--- src/rtl/path_cfg_defines.svh ---
// Offsets, field positions and reset values of the forward-loaded register bank
`ifndef PATH_CFG_DEFINES_SVH
`define PATH_CFG_DEFINES_SVH
`define ADDR_PATH_CFG 8'h28
`define ADDR_AUDIO_CTL 8'h2B
`define ADDR_PCLK_TEST 8'h2E
`define ADDR_RX_PORT_SEL 8'h34
`define BIT_OVERRIDE 7
`define BIT_RSVD6 6
`define BIT_VIDEO_OFF 5
`define BIT_DUAL_LINK 4
`define BIT_ALT_AUDIO 3
`define BIT_AUDIO_OFF 2
`define BIT_SYNC_PAYLOAD 1
`define BIT_SURROUND 0
`define BIT_OVERRUN 3
`define BIT_UNDERRUN 2
`define BIT_ERR_CLR 1
`define BIT_EDGE 0
`define BIT_EXT_PCLK 7
`define RST_PATH_CFG 8'h00
`define RST_AUDIO_CTL 8'h00
`define RST_PCLK_TEST 8'h00
// Bits of the path register that the forward channel may load
`define FWD_LOAD_MASK 8'h3F
`endif

--- src/rtl/path_cfg_pkg.sv ---
// Types shared by the forward-loaded register bank
package path_cfg_pkg;
    typedef logic [7:0] reg_byte_type;
    typedef enum logic [1:0] {
        LANE_AUTO = 2'b00,
        LANE_DUAL = 2'b01,
        LANE_SINGLE_PRI = 2'b10,
        LANE_SINGLE_SEC = 2'b11
    } lane_mode_type;
endpackage

--- src/rtl/sticky_flag.sv ---
// Sticky event flag where a set wins over a clear
`timescale 1ns/1ps
`default_nettype none
module sticky_flag (
    input wire logic core_clk_i,
    input wire logic nrst_i,
    input wire logic set_i,
    input wire logic clr_i,
    output logic flag_o
);
    logic flag_reg;
    logic flag_next;
    assign flag_next = set_i | (flag_reg & ~clr_i);
    always_ff @(posedge core_clk_i or negedge nrst_i) begin
        if (!nrst_i) begin
            flag_reg <= 1'b0;
        end else begin
            flag_reg <= flag_next;
        end
    end
    assign flag_o = flag_reg;
endmodule
`default_nettype wire

--- src/rtl/path_cfg_bank.sv ---
// Forward-loaded datapath, audio serial and pixel clock test registers
`timescale 1ns/1ps
`default_nettype none
`include "path_cfg_defines.svh"
module path_cfg_bank
    import path_cfg_pkg::*;
#(
    parameter int ADDR_W = 8
) (
    input wire logic core_clk_i,
    input wire logic nrst_i,
    input wire logic [ADDR_W-1:0] reg_addr_i,
    input wire logic reg_wr_i,
    input wire logic [7:0] reg_wdata_i,
    output logic [7:0] reg_rdata_o,
    input wire logic fwd_load_i,
    input wire logic [7:0] fwd_cfg_i,
    input wire logic [1:0] lane_mode_i,
    input wire logic fifo_overrun_i,
    input wire logic fifo_underrun_i,
    input wire logic recovered_pclk_i,
    input wire logic test_clock_pin_i,
    output logic video_off_o,
    output logic ctl_channel_en_o,
    output logic gpio_fwd_en_o,
    output logic dual_recover_o,
    output logic alt_audio_gpio_o,
    output logic audio_off_o,
    output logic sync_in_payload_en_o,
    output logic surround_en_o,
    output logic audio_rise_edge_o,
    output logic pixel_clk_o
);
    // Offsets are 8 bits wide, so a narrower address could not reach them
    if (ADDR_W < 8) begin : g_addr_w_check
        $error("ADDR_W must be at least 8");
    end

    reg_byte_type path_reg, path_next;
    reg_byte_type audio_reg, audio_next;
    reg_byte_type test_reg, test_next;
    logic overrun_flag, underrun_flag;
    reg_byte_type rdata_next;

    function automatic logic hit(input logic [ADDR_W-1:0] a,
                                 input logic [7:0] off);
        return a == ADDR_W'(off);
    endfunction

    wire wr_path = reg_wr_i & hit(reg_addr_i, `ADDR_PATH_CFG);
    wire wr_audio = reg_wr_i & hit(reg_addr_i, `ADDR_AUDIO_CTL);
    wire wr_test = reg_wr_i & hit(reg_addr_i, `ADDR_PCLK_TEST);
    wire override = path_reg[`BIT_OVERRIDE];
    wire fifo_err_clr = wr_audio & reg_wdata_i[`BIT_ERR_CLR];
    wire [7:0] fwd_mask = `FWD_LOAD_MASK;
    wire [7:0] dual_mask = 8'h01 << `BIT_DUAL_LINK;
    // Local write keeps dual-link bit; forward load touches only loadable bits
    wire [7:0] local_val = (reg_wdata_i & ~dual_mask) | (path_reg & dual_mask);
    wire [7:0] fwd_val = (fwd_cfg_i & fwd_mask) | (path_reg & ~fwd_mask);
    // Under override only the dual-link bit still follows the forward channel
    wire [7:0] fwd_dual = (fwd_cfg_i & dual_mask) | (path_reg & ~dual_mask);

    // A same-cycle local write wins for writable bits; dual link always loads
    always_comb begin
        path_next = path_reg;
        if (wr_path) begin
            path_next = local_val;
        end else if (fwd_load_i && !override) begin
            path_next = fwd_val;
        end else if (fwd_load_i) begin
            path_next = fwd_dual;
        end
        if (fwd_load_i) begin
            path_next[`BIT_DUAL_LINK] = fwd_cfg_i[`BIT_DUAL_LINK];
        end
    end

    always_comb begin
        audio_next = audio_reg;
        if (wr_audio) begin
            audio_next = reg_wdata_i;
            audio_next[`BIT_OVERRUN] = 1'b0;
            audio_next[`BIT_UNDERRUN] = 1'b0;
        end
    end
    assign test_next = wr_test ? reg_wdata_i : test_reg;

    always_ff @(posedge core_clk_i or negedge nrst_i) begin
        if (!nrst_i) begin
            path_reg <= `RST_PATH_CFG;
            audio_reg <= `RST_AUDIO_CTL;
            test_reg <= `RST_PCLK_TEST;
        end else begin
            path_reg <= path_next;
            audio_reg <= audio_next;
            test_reg <= test_next;
        end
    end

    // Errors latch until software clears them
    sticky_flag u_overrun (
        .core_clk_i(core_clk_i),
        .nrst_i(nrst_i),
        .set_i(fifo_overrun_i),
        .clr_i(fifo_err_clr),
        .flag_o(overrun_flag)
    );
    sticky_flag u_underrun (
        .core_clk_i(core_clk_i),
        .nrst_i(nrst_i),
        .set_i(fifo_underrun_i),
        .clr_i(fifo_err_clr),
        .flag_o(underrun_flag)
    );

    wire [7:0] audio_rd = {audio_reg[7:4], overrun_flag, underrun_flag,
                           audio_reg[1:0]};
    wire rd_path = hit(reg_addr_i, `ADDR_PATH_CFG);
    wire rd_audio = hit(reg_addr_i, `ADDR_AUDIO_CTL);
    wire rd_test = hit(reg_addr_i, `ADDR_PCLK_TEST);
    assign rdata_next = rd_path ? path_reg :
                        rd_audio ? audio_rd :
                        rd_test ? test_reg : 8'h00;
    // Read data is combinational from flops so a read sees state this cycle
    assign reg_rdata_o = rdata_next;

    assign video_off_o = path_reg[`BIT_VIDEO_OFF];
    // Control and GPIO forwarding never depend on the video-off flag
    assign ctl_channel_en_o = 1'b1;
    assign gpio_fwd_en_o = 1'b1;
    // Forced modes come from the 0x34 lane selection outside this bank
    assign dual_recover_o = (lane_mode_i == LANE_AUTO) ?
                            path_reg[`BIT_DUAL_LINK] :
                            (lane_mode_i == LANE_DUAL);
    assign alt_audio_gpio_o = path_reg[`BIT_ALT_AUDIO];
    assign audio_off_o = path_reg[`BIT_AUDIO_OFF];
    assign sync_in_payload_en_o = path_reg[`BIT_SYNC_PAYLOAD];
    assign surround_en_o = path_reg[`BIT_SURROUND];
    assign audio_rise_edge_o = audio_reg[`BIT_EDGE];
    // Plain mux: a glitch-free clock switch is left to the clock tree
    assign pixel_clk_o = test_reg[`BIT_EXT_PCLK] ? test_clock_pin_i :
                         recovered_pclk_i;
endmodule
`default_nettype wire

--- config.mk ---
export PLATFORM = sky130hd
export DESIGN_NAME = path_cfg_bank
export DESIGN_NICKNAME = d
export VERILOG_FILES = /design/src/rtl/path_cfg_pkg.sv /design/src/rtl/sticky_flag.sv /design/src/rtl/path_cfg_bank.sv
export VERILOG_INCLUDE_DIRS = /design/src /design/src/rtl
export SDC_FILE = /design/constraint.sdc
export NUM_CORES = 1
export LEC_CHECK = 0
export BUFFER_PORTS_ARGS = -buffer_cell sky130_fd_sc_hd__buf_2
export CAP_MARGIN = 10
export CORE_MARGIN = 1
export CORE_UTILIZATION = 30
export DETAILED_ROUTE_END_ITERATION = 10
export PLACE_DENSITY = 0.63
export SYNTH_ARGS = -nofsm -noshare
export SYNTH_HDL_FRONTEND = slang
export SYNTH_SLANG_ARGS = --single-unit
--- constraint.sdc ---
create_clock -name core_clk_i -period 2.15 [get_ports core_clk_i]
set_input_delay 0 -clock core_clk_i [delete_from_list [all_inputs] [get_ports core_clk_i]]
set_output_delay 0 -clock core_clk_i [all_outputs]
set_load 0.05 [all_outputs]
---- Word-level counts from Yosys, hierarchy flattened ----
Cells that the tools add are included.
word-level totals
  register bits after elaboration ......... 24
  latch bits .............................. 0
  RAM bits ................................ 0
  memory bits (read-only) ................. 0
  output and inout bits ................... 18
  word-level logic and storage cells ...... 34
  memories kept ........................... 0
operators by class
  $add $sub $neg .......................... 0
  $mul .................................... 0
  divide/modulo/power cells ............... 0
  order comparisons ....................... 0
  equality and inequality tests ........... 4
  shifts and indexed selects .............. 0
  multiplexer cells ....................... 9
  bitwise logic cells ..................... 12
  reduce and logical (&&, ||, !) cells .... 4
operators by type and width
  kind                number
  $mux 8              6
  $eq 8x6->1 const B  3
  $or 5x8->8          1
  $or 6x8->8          1
  $or 8x5->8          1
  $and 1x1->1         6
  $mux 1              3
  $reduce_bool 3->1   1
  $eq 2x1->1 const B  1
  $logic_not 2->1     1
  $or 1x1->1          2
  $logic_and 1x1->1   1
  $logic_not 1->1     1
  $not 1->1           1

---- Longest topological paths before layout ----
Gate-level depths: netlist of run 1.
  depth in word-level cells ............... 6
  gate-level depth with buffers ........... 5

---- Cells and area by module ----
A second synthesis of run 1 with hierarchy kept.
unflattened totals
  cells, all modules ...................... 118
  area, all modules ....................... 1,356.3 um^2
by module, submodules not included
  module         instances  cells an instance  area an instance (um^2)  sequential area each (um^2)
  path_cfg_bank  1          112                1,283.7                  550.5
  sticky_flag    2          3                  36.3                     25.0

---- Least setup slack after synthesis of run 1 ----
Ideal clock, no wire load.
  kind .................................... flip-flop to output port
  start point ............................. register audio_reg[0]
  end point ............................... output reg_rdata_o[0]
  arrival time ............................ 1.668 ns
  path slack .............................. 0.482 ns
  stages on the path, launching flop included .. 4
  path buffers ............................ 0
  cells stage by stage .................... dfrtp_1 and3b_1 o21ai_0 a21oi_1
between the ends
  word-level cells in the longest chain between the ends .. 2
RTL lines
  item                      RTL line              RTL
  start: declaration        path_cfg_bank.sv:40   reg_byte_type audio_reg, audio_next;
  start signal: assignment  path_cfg_bank.sv:91   audio_reg <= `RST_AUDIO_CTL;
  start signal: assignment  path_cfg_bank.sv:95   audio_reg <= audio_next;
  $mux 8                    path_cfg_bank.sv:122  rd_audio ? audio_rd :
  $mux 8                    path_cfg_bank.sv:121  assign rdata_next = rd_path ? path_reg :
  end: declaration          path_cfg_bank.sv:15   output logic [7:0] reg_rdata_o,
Every way passes these cells.

---- Final worst setup path of run 1 ----
  start point ............................. register path_reg[7]
  end point ............................... register path_reg[3]
between the ends
  word-level cells in the longest chain between the ends .. 4
  elaborated cells between the ends (all ways) .. 5
  those cells by class .................... 2 x mux; 3 x reduce/logical
RTL lines
  item                      RTL line             RTL
  start: declaration        path_cfg_bank.sv:39  reg_byte_type path_reg, path_next;
  start signal: assignment  path_cfg_bank.sv:90  path_reg <= `RST_PATH_CFG;
  start signal: assignment  path_cfg_bank.sv:94  path_reg <= path_next;
  $logic_not 1->1 (*)       path_cfg_bank.sv:68  end else if (fwd_load_i && !override) begin
  $logic_and 1x1->1 (*)     path_cfg_bank.sv:68
  $mux 8                    path_cfg_bank.sv:68
  $mux 8                    path_cfg_bank.sv:66  if (wr_path) begin
Mark *: on every way between the ends. The rest lies on a longest branch, timed or not.
A chain may end at the register's enable or synchronous reset.

==> impl_metrics.tcl, run 1 <==
set metrics [dict create \
    grt.overflow.total 0 \
    start_util 0.314 \
    clock_skew_ns 0.000336 \
    die_area_um2 4830 \
    n_antenna_cell 0 \
    end_kind "flop" \
    holdWs_ns 0.00245 \
    numPortBuffers 47 \
    gp_congestion 0.749 \
    critPathLaunchType "flop" \
    drtPass1Iterations 4 \
    std_cell_rows 24 \
    crit_required_ns 2.30 \
    wl_per_cell_um 13.7 \
    vias 1090 \
    yosys-top-cells-count "mux2_2, dfrtp_1, and3b_1, o21ai_0" \
    ys.flop_type "dfrtp_1" \
    clock_sinks 24 \
    synth-edff-count 0 \
    yosys_warnings 0 \
    grtUsageTotal 0.137 \
    synthDistinctLibCells 24 \
    setup_ws_ns 0.603 \
    die_y_um 69.5 \
    cts_resized 0 \
    synth-seq-area-share 0.439 \
    clk_path_buf_depth 2 \
    syn-instance-count 119 \
    finalSetupTns_ns 0 \
    routed_wl_um 3060 \
    timing.final.crit_period_ns 1.55 \
    htree_levels 1 \
    via_per_inst 4.87 \
    grt_setup_unrepaired "no" \
    crit_chain "nor2b_1 > mux2_2 > mux2_2" \
    status "complete, no violations" \
    dp_slack_ns 0.582 \
    crit_arrival_ns 1.70 \
    die_w_um 69.5 \
    io_pins 52 \
    grt_pass1_wl_um 5240 \
    critical_path_class "flop to flop" \
    yosys.area.top_type "dfrtp_1" \
    coreArea_um2 4350 \
    cts_tree "done" \
    synth_area_leaders "dfrtp_1, mux2_2, and3b_1" \
    synth_most_common_cell "mux2_2" \
    drive_above_1_share 0.477 \
    hpwlAfterDp_um 2180 \
    crit_path_frequent_cell "mux2_2" \
    report.final.slew_viol_count 0 \
    p_leak_nw 0.919 \
    fin_area_um2 1770 \
    drc 0 \
    max_freq_mhz 647 \
    cp_max_fo 5 \
    dpl-instance-area_um2 1620 \
    drtIter0Drc 16 \
    critPathMaxStageDelay_ns 0.40 \
    fillCellCount 440 \
    critPathSlowestCell "dfrtp_1" \
    syn_area_um2 1370 \
    power_mw 0.960 \
    synthArstFlopShare 1.00 \
    vdd_drop_max_uv 267 \
    synth_top_area_share 0.439 \
    postRouteAntennaNets 0 \
    hold_viol 0 \
    tightestPinTransition_ns 0.542 \
    synth_seq_cells 24 \
    grt_max_degree 25 \
    hp-class "input pin to flop" \
    setup_viol 0 \
    path_clk_slew_ns 0.08 \
    first_global_vias 1132 \
    area_growth_pct 29.4 \
    numCtsBuffers 3 \
    syn_area_per_cell_um2 11.5 \
    final.period_utilization 0.719 \
    cts_root_buf "clkbuf_8" \
    power_density_nw_per_um2 543 \
    slew_headroom 0.638 \
    clk_latency_ns 0.26 \
    fin_nets 208 \
    maxCapViolCount 0 \
    antenna_found_initial 0 \
]
==> layout by cell type, fill, tap and decap left out <==
| cell | instances |
|---|---|
| buf_2 | 47 |
| mux2_2 | 27 |
| dfrtp_1 | 24 |
| and3b_1 | 17 |
| dlygate4sd3_1 | 11 |
| o21ai_0 | 9 |
| nand2_1 | 8 |
| a21oi_1 | 8 |
| nor2_1 | 3 |
| clkbuf_8 | 3 |
| nor2b_1 | 2 |
| a21o_1 | 2 |
| conb_1 | 2 |
| nor3_4 | 1 |
| or4b_1 | 1 |
| and4bb_2 | 1 |
| nand4_1 | 1 |
| nand4_4 | 1 |
| nand4b_2 | 1 |
| and3_2 | 1 |
| and4b_1 | 1 |
| inv_1 | 1 |
==> per-layer routing <==
layer  global-route usage  part of all wire  up-vias
met2                0.217              0.45       40
met1                0.185              0.48      515
met3               0.0262             0.057        3
met5                    0                 0        -
met4               0.0522             0.012        0
li1                     -                 -      532
==> critical path, delay by kind of cell (launching register included) <==
family        cells  cell delay [ns]
flops             1             0.40
mux               2             0.64
simple gates      1             0.39
==> report_power, final <==
part | total (mW) | internal (mW) | switching, mW | leakage (nW)
Combinational | 0.203 | 0.0856 | 0.118 | 0.594
Clock | 0.264 | 0.125 | 0.138 | 0.0216
Sequential | 0.494 | 0.477 | 0.0161 | 0.304
==> area by class of cell <==
type                            count  area [um2]  share of cell area
Multi-Input combinational cell     86         713               0.403
Sequential cell                    24         601               0.339
Timing Repair Buffer               58         345               0.195
Tap cell                           52        65.1              0.0368
Clock buffer                        3        41.3              0.0233
Inverter                            1        3.75             0.00212
==> timing repair <==
item | 4_1_cts | 5_1_grt
setup buffers | 0 | 0
hold buffers | 11 | 0
hold endpoints to repair | 40 | 0
==> through the flow <==
stage,instances,util
5_1_grt,224,0.406
4_1_cts,224,0.406
6_report,224,0.406
3_5_place_dp,210,0.372
3_3_place_gp,210,0.372
2_1_floorplan,120,-
==> final timing paths <==
check | from | to | slack [ns] | depth (start not counted)
worst max-delay path | path_reg[7] | path_reg[3] | 0.60 | 3
worst min-delay path | reg_wdata_i[1] | path_reg[1] | 0.002 | 2
worst max register to register | path_reg[7] | path_reg[3] | 0.60 | 3
worst min register to register | u_overrun.flag_o | u_overrun.flag_o | 0.48 | 1
max in group asynchronous | nrst_i | path_reg[2] | 1.55 | 2
min in group asynchronous | nrst_i | test_reg[7] | 0.24 | 2
==> cell families after synthesis <==
group / count (synthesis) / share of synthesized area
AND/OR/NAND/NOR: 38 / 0.220
multiplexers: 27 / 0.222
flip-flops: 24 / 0.439
AO/OA/AOI/OAI: 19 / 0.0732
buffers and inverters: 10 / 0.0421
other: 1 / 0.00274
Note: power is estimated with default switching activity, not from simulation.
==> run 2: changes to the inputs <==
--- a/config.mk
+++ b/config.mk
@@ -11,7 +11,7 @@
 export CORE_MARGIN = 1
 export CORE_UTILIZATION = 30
 export DETAILED_ROUTE_END_ITERATION = 10
-export PLACE_DENSITY = 0.63
+export PLACE_DENSITY = 0.65
 export SYNTH_ARGS = -nofsm -noshare
 export SYNTH_HDL_FRONTEND = slang
 export SYNTH_SLANG_ARGS = --single-unit
==> constraint.sdc (replaced) <==
create_clock -name core_clk_i -period 1.4 [get_ports core_clk_i]
set_input_delay 0 -clock core_clk_i [delete_from_list [all_inputs] [get_ports core_clk_i]]
set_output_delay 0 -clock core_clk_i [all_outputs]
set_load 0.05 [all_outputs]
==> run 2 against run 1 <==
The flow now finishes with violations (setup timing). Cell count increased by 5.4%. Flip-flop and latch count is the same. Worst setup slack got worse by 0.64 ns. Critical path type is now flop to output pin. Critical endpoint is now reg_rdata_o[7]. Largest power group unchanged. Highest routed layer unchanged.
==> impl_metrics.tcl, run 2 (synthesis results as in run 1) <==
set metrics [dict create \
    gp_congestion 0.715 \
    area_growth_pct 40.9 \
    die_y_um 69.5 \
    grt_max_degree 25 \
    report.final.slew_viol_count 0 \
    drtIter0Drc 38 \
    p_leak_nw 0.987 \
    vdd_drop_max_uv 434 \
    drc 0 \
    hp-class "input pin to flop" \
    critPathMaxStageDelay_ns 0.48 \
    reg2reg_from "path_reg[7]" \
    numCtsBuffers 3 \
    r2r_slack_ns 0.05 \
    intPower_mw 1.26 \
    coreArea_um2 4350 \
    ff2ff_path_depth 4 \
    fin_nets 219 \
    power_mw 1.71 \
    first_global_vias 1141 \
    final.period_utilization 1.03 \
    maxCapViolCount 0 \
    whs_path_depth 2 \
    routed_wl_um 3310 \
    vias 1127 \
    slew_headroom 0.639 \
    postRouteAntennaNets 0 \
    numPortBuffers 47 \
    power_density_nw_per_um2 887 \
    crit_chain "or4b_4 > a21oi_4 > buf_6" \
    setup_viol 1 \
    fin_area_um2 1930 \
    crit_required_ns 1.40 \
    hold_end "path_reg[4]" \
    htree_levels 1 \
    path_clk_slew_ns 0.09 \
    p_sw_mw 0.447 \
    utilization 0.443 \
    min-delay-start "fwd_load_i" \
    cts_root_buf "clkbuf_8" \
    setup_ws_ns -0.0404 \
    cp_max_fo 3 \
    wl_per_cell_um 14.0 \
    grt.overflow.total 0 \
    critPathLaunchType "flop" \
    end_kind "output pin" \
    final_common_cell "buf_2" \
    grt_pass1_wl_um 5490 \
    crit_family "simple AND/OR/NAND/NOR gates" \
    status "finished with violations" \
    violations "setup timing" \
    io_pins 52 \
    std_cell_rows 24 \
    cts_setup_buffers 0 \
    top_layer "met4" \
    clk_latency_ns 0.27 \
    wl_met1_um 1560 \
    grtUsageTotal 0.146 \
    crit_arrival_ns 1.44 \
    combPwrFrac 0.196 \
    critPathSlowestCell "or4b_4" \
    max_freq_mhz 694 \
    route.met2.wl_um 1550 \
    critical_path_class "flop to output pin" \
    cp_num_buf_inv 1 \
    drive_above_1_share 0.543 \
    finalSetupTns_ns -0.0404 \
    clock_sinks 24 \
    antenna_found_initial 0 \
    seqPwrFrac 0.443 \
    die_w_um 69.5 \
    timing.final.crit_period_ns 1.44 \
    grt_setup_unrepaired "yes" \
    cts_tree "done" \
    wl_met3_um 162 \
    hold_viol 0 \
    tightestPinTransition_ns 0.541 \
    n_antenna_cell 0 \
    dpl-instance-area_um2 1720 \
    die_area_um2 4830 \
    hpwlAfterDp_um 2500 \
    start_util 0.314 \
    drtPass1Iterations 4 \
    power.share.switching 0.262 \
    clockPowerShare 0.361 \
    clk_path_buf_depth 2 \
    layout_common_cells "buf_2, mux2_2, dfrtp_1" \
    worst_r2r_endpoint "path_reg[2]" \
    clock_skew_ns 0.00809 \
    via_per_inst 4.78 \
]
==> run 2: layout make-up <==
cell class / instances / area (um2)
fill: 400 / 2430
multi-input combinational: 86 / 747
sequential: 24 / 601
timing repair buffer: 69 / 439
tap: 52 / 65.1
clock buffer: 3 / 41.3
inverter: 1 / 3.75
clock inverter: 1 / 30.0
==> run 2: power groups by stage <==
| stage | combinational, mW | sequential (mW) | clock, mW |
|---|---|---|---|
| 6_report | 0.336 | 0.757 | 0.618 |
| 5_1_grt | 0.364 | 0.762 | 0.657 |
| 4_1_cts | 0.339 | 0.757 | 0.629 |
| 3_5_place_dp | 0.312 | 0.771 | 0 |
| 3_3_place_gp | 0.306 | 0.770 | 0 |
| 2_1_floorplan | 0.145 | 0.823 | 0 |
==> run 2: worst max-delay path by stage <==
| stage | slack [ns] | end | startpoint | depth (start not counted) |
|---|---|---|---|---|
| floorplan | -0.02 | reg_rdata_o[0] | audio_reg[0] | 3 |
| global placement | 0.07 | path_reg[0] | path_reg[7] | 4 |
| detailed placement | 0.06 | path_reg[5] | path_reg[7] | 4 |
| CTS | -0.05 | reg_rdata_o[7] | path_reg[7] | 3 |
| global route | -0.08 | reg_rdata_o[7] | path_reg[7] | 3 |
| finish | -0.04 | reg_rdata_o[7] | path_reg[7] | 3 |
==> run 2: repair_timing <==
item / 4_1_cts / 5_1_grt
resized for setup: 4 / 6
endpoints found under the hold margin: 41 / 0
setup endpoints to repair: 1 / 5
pin swaps: 1 / 0
hold buffers: 12 / 0
==> run 2: metrics by stage <==
step,hold WS [ns],setup WS [ns],cells
3_3_place_gp,0.0156,0.0734,220
2_1_floorplan,-0.296,-0.0197,120
6_report,0.0224,-0.0404,236
5_1_grt,0.0194,-0.0778,236
4_1_cts,0.0185,-0.0542,236
3_5_place_dp,0.0121,0.0607,220
==> run 2: per-layer routing <==
metal,track usage,up-vias
met2,0.241,37
met1,0.194,528
met5,0,-
li1,-,557
met3,0.0203,5
met4,0.0590,0
==> run 3: changes to the inputs <==
--- a/config.mk
+++ b/config.mk
@@ -8,10 +8,12 @@
 export LEC_CHECK = 0
 export BUFFER_PORTS_ARGS = -buffer_cell sky130_fd_sc_hd__buf_2
 export CAP_MARGIN = 10
+export CELL_PAD_IN_SITES_DETAIL_PLACEMENT = 1
+export CELL_PAD_IN_SITES_GLOBAL_PLACEMENT = 1
 export CORE_MARGIN = 1
 export CORE_UTILIZATION = 30
 export DETAILED_ROUTE_END_ITERATION = 10
-export PLACE_DENSITY = 0.65
+export PLACE_DENSITY = 0.79
 export SYNTH_ARGS = -nofsm -noshare
 export SYNTH_HDL_FRONTEND = slang
 export SYNTH_SLANG_ARGS = --single-unit
==> run 3 against run 2 <==
The run still ends with setup timing left. Largest power group unchanged. Largest cell class unchanged. Hold slack got worse by 0.013 ns. Clock power decreased by 23%. Design area decreased by 0.71%. Cell count decreased by 1.7%. Non-clock buffer count decreased by 4. First-iteration DRC count decreased by 37%. Critical path depth unchanged.
==> impl_metrics.tcl, run 3 (synthesis results as in run 1) <==
set metrics [dict create \
    end_kind "output pin" \
    die_area_um2 4830 \
    dp_cells 217 \
    hold_end "test_reg[6]" \
    critPathLaunchType "flop" \
    fillCellCount 489 \
    gp_congestion 0.726 \
    std_cell_rows 24 \
    io_pins 52 \
    grtUsageTotal 0.166 \
    wl_per_cell_um 16.8 \
    register_area_um2 601 \
    whs_path_depth 2 \
    crit_arrival_ns 1.43 \
    violations "setup timing" \
    critical_path_class "flop to output pin" \
    max_freq_mhz 698 \
    drtIter0Drc 24 \
    tightestPinTransition_ns 0.550 \
    die_y_um 69.5 \
    drc 0 \
    postRouteAntennaNets 0 \
    hp-class "input pin to flop" \
    clk_latency_ns 0.27 \
    path_clk_slew_ns 0.09 \
    grt_setup_unrepaired "yes" \
    grt_max_degree 25 \
    fin_area_um2 1910 \
    power_mw 1.60 \
    cp_max_fo 3 \
    slew_headroom 0.633 \
    antenna_found_initial 0 \
    first_global_vias 1307 \
    r2r_slack_ns 0.02 \
    route.met2.wl_um 1990 \
    worst_r2r_endpoint "path_reg[3]" \
    top_layer "met4" \
    cts_tree "done" \
    die_w_um 69.5 \
    area_growth_pct 39.9 \
    vdd_drop_max_uv 535 \
    drive_above_1_share 0.544 \
    multi_input_area_um2 777 \
    hpwlAfterDp_um 2950 \
    wl_met1_um 1670 \
    numCtsBuffers 3 \
    crit_required_ns 1.40 \
    htree_levels 1 \
    start_util 0.314 \
    final_common_cell "buf_2" \
    fin_cells 232 \
    clock_skew_ns 0.000914 \
    routed_wl_um 3910 \
    ff2ff_path_depth 4 \
    status "finished with violations" \
    power_density_nw_per_um2 836 \
    numPortBuffers 47 \
    hold_viol 0 \
    dpl-instance-area_um2 1690 \
    clk_path_buf_depth 2 \
    min-delay-start "reg_wdata_i[6]" \
    n_antenna_cell 0 \
    via_per_inst 5.06 \
    clock_sinks 24 \
    final.period_utilization 1.02 \
    setup_ws_ns -0.0336 \
    grt.overflow.total 0 \
    drtPass1Iterations 4 \
    layout_common_cells "buf_2, dfrtp_1, mux2_2" \
    wl_met3_um 176 \
    fin_nets 215 \
    cts_root_buf "clkbuf_8" \
    report.final.slew_viol_count 0 \
    maxCapViolCount 0 \
    setup_viol 1 \
    dp_slack_ns -0.000775 \
    reg2reg_from "path_reg[7]" \
    timing.final.crit_period_ns 1.43 \
    vias 1174 \
    coreArea_um2 4350 \
    grt_pass1_wl_um 6350 \
    p_leak_nw 1.00 \
]
==> run 3: worst max-delay path: stages (launching register included) <==
cell and delay, ns:
dfrtp_1 0.36, or4b_4 0.48, a21oi_4 0.14, buf_6 0.18
==> run 3: timing repair <==
item	in CTS	in global routing
pin swaps	1	0
hold endpoints to repair	35	0
buffers inserted	0	1
hold buffers	10	0
setup endpoints to repair	2	13
gates resized for setup	4	21
==> run 3: metal layers <==
layer	vias up	GRT usage
met1	582	0.209
met5	-	0
met3	8	0.0276
met4	0	0.0499
met2	36	0.290
li1	548	-
==> run 3: layout make-up <==
cell class	count	area share
multi-input cells	86	0.406
flip-flops and latches	24	0.314
repair buffers	65	0.215
well taps	52	0.0340
clock buffers	4	0.0288
inverters	1	0.00196
==> run 3: through the flow <==
step,utilization,hold WS [ns],setup TNS (ns)
floorplan,-,-0.296,-0.0197
global placement,0.389,0.00615,0
detailed placement,0.389,0.0159,-0.000775
CTS,0.428,0.00469,-0.0556
global route,0.439,0.00882,-0.0978
finish,0.439,0.00942,-0.0336
==> run 3: worst max path at each step <==
stage	start	endpoint	cells past startpoint
after detailed placement	path_reg[7]	path_reg[3]	4
after floorplan	audio_reg[0]	reg_rdata_o[0]	3
final	path_reg[7]	reg_rdata_o[7]	3
after global placement	path_reg[7]	path_reg[0]	4
after CTS	path_reg[7]	reg_rdata_o[7]	3
after global routing	path_reg[7]	reg_rdata_o[7]	3
==> run 3: where the power goes <==
group | internal (mW) | switching, mW | total (mW)
combinational | 0.160 | 0.204 | 0.364
sequential | 0.733 | 0.0251 | 0.758
clock | 0.251 | 0.225 | 0.476
